**src/rtl/tsp_defs.svh**
```systemverilog
`ifndef TSP_DEFS_SVH
`define TSP_DEFS_SVH

// Clock and timing
`define TSP_SYS_CLK_KHZ     40000
`define TSP_CONV_TIME_MS    228
`define TSP_HOST_GAP_NS     160
`define TSP_CONV_CYCLES     (`TSP_CONV_TIME_MS * `TSP_SYS_CLK_KHZ)

// Serial frame geometry
`define TSP_WORD_BITS       16
`define TSP_PHASE_BITS      16
`define TSP_CODE_BITS       8
`define TSP_TEMP_BITS       14

// Mode codes
`define TSP_CODE_CONT       8'h00
`define TSP_CODE_SHDN       8'hFF

// Avalon register byte addresses
`define TSP_ADDR_SAMPLE     4'h0
`define TSP_ADDR_STATUS     4'h4
`define TSP_ADDR_RESULT     4'h8
`define TSP_ADDR_WIDTH      4

// Status field positions
`define TSP_ST_SHDN         0
`define TSP_ST_VALID        1
`define TSP_ST_BUSY         2
`define TSP_ST_SEL          3

// Reset and identity values
`define TSP_SAMPLE_RST      14'h0000
`define TSP_RESULT_RST      14'h0000
`define TSP_ID_WORD         16'h2C03  // Arbitrary identity value

`endif

```
**src/rtl/tsp_pkg.sv**
```systemverilog
package tsp_pkg;

  // Operating mode, one-hot
  typedef enum logic [1:0] {
    MODE_CONT = 2'b01,
    MODE_SHDN = 2'b10
  } mode_e;

  // Whole state of the serial port block
  typedef struct packed {
    logic [2:0]  cs_s;
    logic [2:0]  ck_s;
    logic [2:0]  di_s;
    logic        cs_f;
    logic        ck_f;
    logic [4:0]  bit_cnt;
    logic [15:0] tx_sr;
    logic [7:0]  rx_sr;
    logic [4:0]  rx_cnt;
    logic        reload_pend;
    mode_e       mode;
    logic        valid;
    logic        busy;
    logic [23:0] conv_cnt;
    logic [13:0] result;
    logic [13:0] sample;
    logic        sio_out;
    logic        sio_oe;
    logic [31:0] rdata;
    logic        waitreq;
  } state_s;

endpackage : tsp_pkg

```
**src/rtl/temp_sensor_serial_port.sv**
```systemverilog
`timescale 1ns/100ps
`include "tsp_defs.svh"

// Operation
// Output changes on falling, input sampled rising
// Host frames each transfer with select
// Host keeps select high 160 ns minimum
// Read is 16 clocks, read/write 32
// Data line released while select high
// Host avoids select fall on rising clock
// First bit driven as select falls
// Early select release ends transfer cleanly
// Conversion finishes; load after select high
// Receive phase follows sixteenth clock, 16 long
// Eight-bit shift in, last eight decoded
// FF selects shutdown, 00 continuous conversion
// Host sends only 00 or FF
// Reset into continuous mode, result invalid
// Reads anytime return last result, no abort
// Read end reloads output, starts conversion; code converts back to back in continuous mode instead
// Conversion takes up to 228 ms
// Fourteen-bit two's complement temperature
// Most significant byte and bit first
// Port stays active in shutdown
// Shutdown reads return fixed identity word
// Read, shutdown, identity, conversion in one frame
// Two lowest bits always read as one
module temp_sensor_serial_port #(
  parameter int          CONV_CYCLES = `TSP_CONV_CYCLES,
  parameter logic [15:0] ID_WORD     = `TSP_ID_WORD  // Arbitrary identity value
) (
  input  wire logic        SYS_CLK,
  input  wire logic        RST,
  input  wire logic        CS_N,
  input  wire logic        SERIAL_CLOCK,
  input  wire logic        SIO_IN,
  output logic             SIO_OUT,
  output logic             SIO_OE,
  input  wire logic [3:0]  AVS_ADDRESS,
  input  wire logic        AVS_READ,
  input  wire logic        AVS_WRITE,
  input  wire logic [31:0] AVS_WRITEDATA,
  input  wire logic [3:0]  AVS_BYTEENABLE,
  output logic [31:0]      AVS_READDATA,
  output logic             AVS_WAITREQUEST
);

  localparam logic [23:0] CONV_LAST = 24'(CONV_CYCLES - 1);
  localparam logic [4:0]  PHASE     = 5'(`TSP_PHASE_BITS);
  localparam logic [4:0]  CODE_MIN  = 5'(`TSP_CODE_BITS);

  tsp_pkg::state_s st_r;
  tsp_pkg::state_s st_nxt;

  ////////////////////////////////////////////////////////////////////////////
  // Derived combinational terms
  logic        cs_stable;
  logic        ck_stable;
  logic        sel_fall;
  logic        sel_rise;
  logic        ck_rise;
  logic        ck_fall;
  logic        sel_act;
  logic        rx_phase;
  logic        conv_done;
  logic [15:0] temp_word;
  logic [15:0] out_word;
  logic        req;

  // Filter: change counts once second and third stages agree
  assign cs_stable = (st_r.cs_s[1] == st_r.cs_s[2]);
  assign ck_stable = (st_r.ck_s[1] == st_r.ck_s[2]);
  assign sel_fall  = cs_stable && st_r.cs_f && !st_r.cs_s[2];
  assign sel_rise  = cs_stable && !st_r.cs_f && st_r.cs_s[2];
  assign ck_rise   = ck_stable && !st_r.ck_f && st_r.ck_s[2];
  assign ck_fall   = ck_stable && st_r.ck_f && !st_r.ck_s[2];
  assign sel_act   = !st_r.cs_f;
  assign rx_phase  = st_r.bit_cnt[4];
  assign conv_done = st_r.busy && (st_r.conv_cnt == CONV_LAST);
  assign req       = AVS_READ || AVS_WRITE;

  // Outgoing word per mode
  assign temp_word = {st_r.result, 2'b11};
  assign out_word  = (st_r.mode == tsp_pkg::MODE_SHDN) ? {ID_WORD[15:2], 2'b11}
                                                       : temp_word;

  ////////////////////////////////////////////////////////////////////////////
  // Next-state logic
  always_comb begin
    st_nxt = st_r;

    // Three-stage synchronisers on pins
    st_nxt.cs_s = {st_r.cs_s[1:0], CS_N};
    st_nxt.ck_s = {st_r.ck_s[1:0], SERIAL_CLOCK};
    st_nxt.di_s = {st_r.di_s[1:0], SIO_IN};
    if (cs_stable) begin
      st_nxt.cs_f = st_r.cs_s[2];
    end
    if (ck_stable) begin
      st_nxt.ck_f = st_r.ck_s[2];
    end

    // Converter: runs only in continuous mode, never aborted by a read
    if (st_r.busy) begin
      if (conv_done) begin
        st_nxt.result   = st_r.sample;
        st_nxt.valid    = 1'b1;
        st_nxt.conv_cnt = '0;
        st_nxt.busy     = 1'b0;
      end else begin
        st_nxt.conv_cnt = st_r.conv_cnt + 24'h000001;
      end
    end

    // Idle: output register tracks latest word
    if (!sel_act) begin
      st_nxt.tx_sr       = out_word;
      st_nxt.bit_cnt     = '0;
      st_nxt.rx_cnt      = '0;
      st_nxt.reload_pend = 1'b0;
    end

    // Frame start: drive first bit at once
    if (sel_fall) begin
      st_nxt.bit_cnt     = '0;
      st_nxt.rx_cnt      = '0;
      st_nxt.reload_pend = 1'b0;
      st_nxt.tx_sr       = out_word;
    end

    // Rising serial clock: count, sample input in receive phase
    if (sel_act && ck_rise) begin
      st_nxt.bit_cnt = st_r.bit_cnt + 5'h01;
      if (rx_phase) begin
        st_nxt.rx_sr = {st_r.rx_sr[6:0], st_r.di_s[2]};
        if (st_r.rx_cnt != PHASE) begin
          st_nxt.rx_cnt = st_r.rx_cnt + 5'h01;
        end
        // Full receive phase ends: apply code, next read follows
        if (st_r.bit_cnt == 5'h1F) begin
          st_nxt.rx_cnt      = '0;
          st_nxt.reload_pend = 1'b1;
          if ({st_r.rx_sr[6:0], st_r.di_s[2]} == `TSP_CODE_SHDN) begin
            st_nxt.mode = tsp_pkg::MODE_SHDN;
          end else if ({st_r.rx_sr[6:0], st_r.di_s[2]} == `TSP_CODE_CONT) begin
            st_nxt.mode = tsp_pkg::MODE_CONT;
          end
        end
      end
    end

    // Falling serial clock: shift out next bit, msb first
    if (sel_act && ck_fall) begin
      if (st_r.reload_pend) begin
        st_nxt.tx_sr       = out_word;
        st_nxt.reload_pend = 1'b0;
      end else if (!rx_phase && st_r.bit_cnt != 5'h00) begin
        st_nxt.tx_sr = {st_r.tx_sr[14:0], 1'b1};
      end
    end

    // Frame end: decode last eight bits, reload; a running conversion is not restarted
    if (sel_rise) begin
      st_nxt.bit_cnt     = '0;
      st_nxt.reload_pend = 1'b0;
      if (rx_phase && st_r.rx_cnt >= CODE_MIN) begin
        if (st_r.rx_sr == `TSP_CODE_SHDN) begin
          st_nxt.mode = tsp_pkg::MODE_SHDN;
        end else if (st_r.rx_sr == `TSP_CODE_CONT) begin
          st_nxt.mode = tsp_pkg::MODE_CONT;
        end
      end
      st_nxt.rx_cnt = '0;
    end

    // Start a conversion whenever continuous mode is idle
    if (st_nxt.mode == tsp_pkg::MODE_CONT && !st_nxt.busy) begin
      st_nxt.busy     = 1'b1;
      st_nxt.conv_cnt = '0;
    end
    if (st_nxt.mode == tsp_pkg::MODE_SHDN) begin
      st_nxt.busy     = 1'b0;
      st_nxt.conv_cnt = '0;
    end

    // Data line: driven only while selected and transmitting
    st_nxt.sio_oe  = !st_nxt.cs_f && !st_nxt.bit_cnt[4];
    st_nxt.sio_out = st_nxt.sio_oe ? st_nxt.tx_sr[15] : 1'b0;

    // Avalon slave: one wait cycle, then the transfer completes
    st_nxt.waitreq = !(req && st_r.waitreq);
    if (req && st_r.waitreq) begin
      case (AVS_ADDRESS)
        `TSP_ADDR_SAMPLE: begin
          st_nxt.rdata = {18'h00000, st_r.sample};
        end
        `TSP_ADDR_STATUS: begin
          st_nxt.rdata                = 32'h00000000;
          st_nxt.rdata[`TSP_ST_SHDN]  = (st_r.mode == tsp_pkg::MODE_SHDN);
          st_nxt.rdata[`TSP_ST_VALID] = st_r.valid;
          st_nxt.rdata[`TSP_ST_BUSY]  = st_r.busy;
          st_nxt.rdata[`TSP_ST_SEL]   = sel_act;
        end
        `TSP_ADDR_RESULT: begin
          st_nxt.rdata = {16'h0000, temp_word};
        end
        default: begin
          st_nxt.rdata = 32'h00000000;
        end
      endcase
    end
    // Write takes effect on the edge where waitrequest is low
    if (AVS_WRITE && !st_r.waitreq && AVS_ADDRESS == `TSP_ADDR_SAMPLE) begin
      if (AVS_BYTEENABLE[0]) begin
        st_nxt.sample[7:0] = AVS_WRITEDATA[7:0];
      end
      if (AVS_BYTEENABLE[1]) begin
        st_nxt.sample[13:8] = AVS_WRITEDATA[13:8];
      end
    end
  end

  ////////////////////////////////////////////////////////////////////////////
  // State register with synchronous reset
  always_ff @(posedge SYS_CLK) begin
    if (RST) begin
      st_r.cs_s        <= 3'h7;
      st_r.ck_s        <= 3'h0;
      st_r.di_s        <= 3'h0;
      st_r.cs_f        <= 1'b1;
      st_r.ck_f        <= 1'b0;
      st_r.bit_cnt     <= 5'h00;
      st_r.tx_sr       <= 16'h0000;
      st_r.rx_sr       <= 8'h00;
      st_r.rx_cnt      <= 5'h00;
      st_r.reload_pend <= 1'b0;
      st_r.mode        <= tsp_pkg::MODE_CONT;
      st_r.valid       <= 1'b0;
      st_r.busy        <= 1'b0;
      st_r.conv_cnt    <= 24'h000000;
      st_r.result      <= `TSP_RESULT_RST;
      st_r.sample      <= `TSP_SAMPLE_RST;
      st_r.sio_out     <= 1'b0;
      st_r.sio_oe      <= 1'b0;
      st_r.rdata       <= 32'h00000000;
      st_r.waitreq     <= 1'b1;
    end else begin
      st_r <= st_nxt;
    end
  end

  // Outputs straight from state flops
  assign SIO_OUT         = st_r.sio_out;
  assign SIO_OE          = st_r.sio_oe;
  assign AVS_READDATA    = st_r.rdata;
  assign AVS_WAITREQUEST = st_r.waitreq;

endmodule : temp_sensor_serial_port

```
**config.mk**
```make
export PLATFORM = sky130hd
export DESIGN_NAME = temp_sensor_serial_port
export DESIGN_NICKNAME = d
export VERILOG_FILES = /design/src/rtl/tsp_pkg.sv /design/src/rtl/temp_sensor_serial_port.sv
export VERILOG_INCLUDE_DIRS = /design/src /design/src/rtl
export SDC_FILE = /design/constraint.sdc
export NUM_CORES = 1
export LEC_CHECK = 0
export BUFFER_PORTS_ARGS = -buffer_cell sky130_fd_sc_hd__buf_2
export CAP_MARGIN = 10
export CORE_MARGIN = 4
export CORE_UTILIZATION = 53
export CTS_BUF_LIST = sky130_fd_sc_hd__clkbuf_4 sky130_fd_sc_hd__clkbuf_8
export DETAILED_ROUTE_END_ITERATION = 10
export PLACE_DENSITY = 0.78
export SYNTH_ARGS = -nofsm -noshare
export SYNTH_HDL_FRONTEND = slang
export SYNTH_SLANG_ARGS = --single-unit
export TNS_END_PERCENT = 50
```
**constraint.sdc**
```tcl
create_clock -name SYS_CLK -period 2.1 [get_ports SYS_CLK]
set_input_delay 0.21 -clock SYS_CLK [delete_from_list [all_inputs] [get_ports SYS_CLK]]
set_output_delay 0.21 -clock SYS_CLK [all_outputs]
set_load 0.005 [all_outputs]
```
==> impl_metrics.tcl <==
set metrics [dict create \
    status "complete, but fails checks" \
    violations "setup timing" \
    ys_seq_elements 121 \
    clock_sinks 121 \
    grt.overflow.total 0 \
    dieWidth_um 110.9 \
    portBuffers 45 \
    placed_cell_area_um2 6088 \
    seq_area_um2 2429 \
    design_area_um2 6740 \
    syn_inst 631 \
    ys.warnings.count 0 \
    r2r_end "st_r[77]" \
    clk_path_buf_depth 2 \
    synth-seq-area-share_pct 43.13 \
    maxCapViolCount 0 \
    slew-limit-headroom_pct 53.25 \
    hold_path.class "in2reg" \
    layout-drive-gt1-share_pct 26.72 \
    syn-mean-instance-area_um2 8.901 \
    rows 37 \
    worstMarginPinSlew_ns 0.7013 \
    ys.flop_type "dfxtp_1" \
    setup_ws_ns -0.1464 \
    final_common_cell "dfxtp_1" \
    cp-end-kind "register" \
    syn_to_final_growth_pct 20.00 \
    routedWlPerCell_um 16.26 \
    grt_max_degree 72 \
    required_ns 2.42 \
    num-nets-final 751 \
    total_power_mw 4.773 \
    crit_path_start_kind "register" \
    grt_usage_pct 21.52 \
    cts_tree "built" \
    cp-startpoint "st_r[102]" \
    place.gp.congestion 0.9097 \
    max_freq_ghz 0.4452 \
    final_util_pct 65.29 \
    synth_edf_count 0 \
    r2r_cells 7 \
    layout_min_cycle_time_ns 2.246 \
    fin_skew_ns 0.01136 \
    irDropWorstVdd_v 0.0003953 \
    synth_area_um2 5617 \
    layout_common_cells "dfxtp_1 (116), nor2_1 (69), nand2_1 (53)" \
    grt_pass1_vias 4606 \
    n_antenna_cell 0 \
    start_util_pct 54.41 \
    multi_input_area_um2 2935 \
    root_buffer "clkbuf_8" \
    grt_antenna_before_repair 0 \
    worstSetupEndpoint "st_r[77]" \
    place_ws_ns -0.1234 \
    slew_violations 0 \
    dieArea_um2 12310 \
    finalHoldViolations 0 \
    worst_ep_arrival_time_ns 2.57 \
    ff2ff_setup_slack_ns -0.15 \
    dr_total_vias 4913 \
    rr_startpoint "st_r[102]" \
    drc_errors 0 \
    p_leak_nw 2.561 \
    fin_crit_sh_pct 107.0 \
    dp_hpwl_mm 9.178 \
    crit_fanout 6 \
    post_drt_via_cell_ratio 5.800 \
    hold_ws_ns 0.02313 \
    finalSetupViolCount 25 \
    synthArstFlopShare_pct 0 \
    htree_levels 4 \
    numCtsBuffers 17 \
    clkTransAtPathRegs_ns 0.08 \
    fp.dieH_um 110.9 \
    power_density_nw_per_um2 708.1 \
    drtIter0Drc 327 \
    dr.pass1.iters 7 \
    grt_pass1_wl_mm 21.78 \
    critPathKind "reg2reg" \
    fp.coreArea_um2 10320 \
    fill_cells 789 \
    drt-total-wl_mm 13.77 \
    io_pins 82 \
    antenna_left 0 \
    rsz0062_at_grt "yes" \
    synth_cell_types 62 \
    insertion_delay_ns 0.44 \
]
==> report_power, final <==
part,switching [mW],total (mW),internal [mW]
logic,0.118,0.197,0.0792
registers,0.0106,2.32,2.31
clock network,0.964,2.26,1.29
==> area by class of cell <==
cell class / instances / share of cell area [%]
Sequential cell: 121 / 36.03
Clock buffer: 17 / 3.471
Clock inverter: 15 / 3.007
Timing Repair Buffer: 97 / 10.69
Tap cell: 136 / 2.525
Inverter: 13 / 0.7240
Multi-Input combinational cell: 448 / 43.55
==> worst max-delay path, cell delays in order, from the launching register on <==
cell and delay (ns):
dfxtp_2 0.34, or4_4 0.54, or4_4 0.57, o311a_4 0.15, a211oi_4 0.16, buf_6 0.16, clkbuf_16 0.16, nor3_2 0.05
==> repair_timing <==
action                                 CTS  global route
gates cloned                             0             3
pin swaps                                2            10
resized for setup                        5            17
endpoints found under the hold margin    4             1
setup endpoints to repair               27            42
hold buffers                             4             1
buffers inserted                         0             1
==> per-stage QoR <==
| stage | setup TNS [ns] | instances |
|---|---|---|
| 6_report | -2.943 | 847 |
| 3_3_place_gp | -0.6431 | 806 |
| 5_1_grt | -4.355 | 847 |
| 3_5_place_dp | -1.753 | 806 |
| 2_1_floorplan | -0.2772 | 646 |
| 4_1_cts | -2.126 | 842 |
==> state kept, by name, summed over array words and instances (netlist names) <==
register,cells
st_nxt,6
SIO_OUT,1
AVS_READDATA,16
SIO_OE,1
AVS_WAITREQUEST,1
st_r,95
rx_phase,1
==> per-layer routing <==
layer	GRT usage [%]	up-vias	wire length, um
li1	-	2349	-
met1	25.25	2354	5761
met2	37.30	182	6965
met3	6.550	28	818
met4	7.307	0	227
met5	0	-	0
==> cell usage after synthesis (all sizes together) (6+ instances only) <==
cell | count | area [um^2]
mux2 | 10 | 112.6
nor2b | 7 | 43.79
nor3 | 30 | 210.2
clkbuf | 24 | 90.09
ha | 6 | 75.07
mux2i | 17 | 170.2
o21ai | 12 | 60.05
inv | 13 | 48.80
nor4 | 15 | 131.4
nand2 | 55 | 216.5
a22oi | 16 | 120.1
nand4 | 8 | 50.05
buf | 40 | 297.8
dfxtp | 121 | 2422
nor2 | 70 | 262.8
and4 | 6 | 52.55
o22ai | 8 | 50.05
xnor2 | 13 | 113.9
xor2 | 13 | 113.9
a21oi | 52 | 260.3
nand3 | 30 | 150.1
a2111oi | 7 | 61.31
==> worst min-delay path by stage <==
stage                 startpoint     endpoint  slack (ns)  depth (start not counted)
2_1_floorplan               CS_N  st_nxt[135]        0.31                          1
3_3_place_gp                CS_N  st_nxt[135]        0.39                          2
3_5_place_dp                CS_N  st_nxt[135]        0.40                          2
4_1_cts         AVS_WRITEDATA[6]     st_r[41]       0.003                          3
5_1_grt        AVS_WRITEDATA[12]     st_r[47]       0.008                          3
6_report       AVS_WRITEDATA[12]     st_r[47]        0.02                          3
==> kinds of logic (layout without fill, tap and decap cells) <==
group	after synthesis	in the layout	share of synthesized area (%)
fa+ha+maj	6	6	1.337
compound gates	117	117	13.57
mux	27	27	5.035
xor+xnor	26	26	4.054
simple gates	256	256	25.04
other cells	1	16	0.06677
buf+inv	77	142	7.775
flops	121	121	43.13
(Power assumes the default switching activity.)
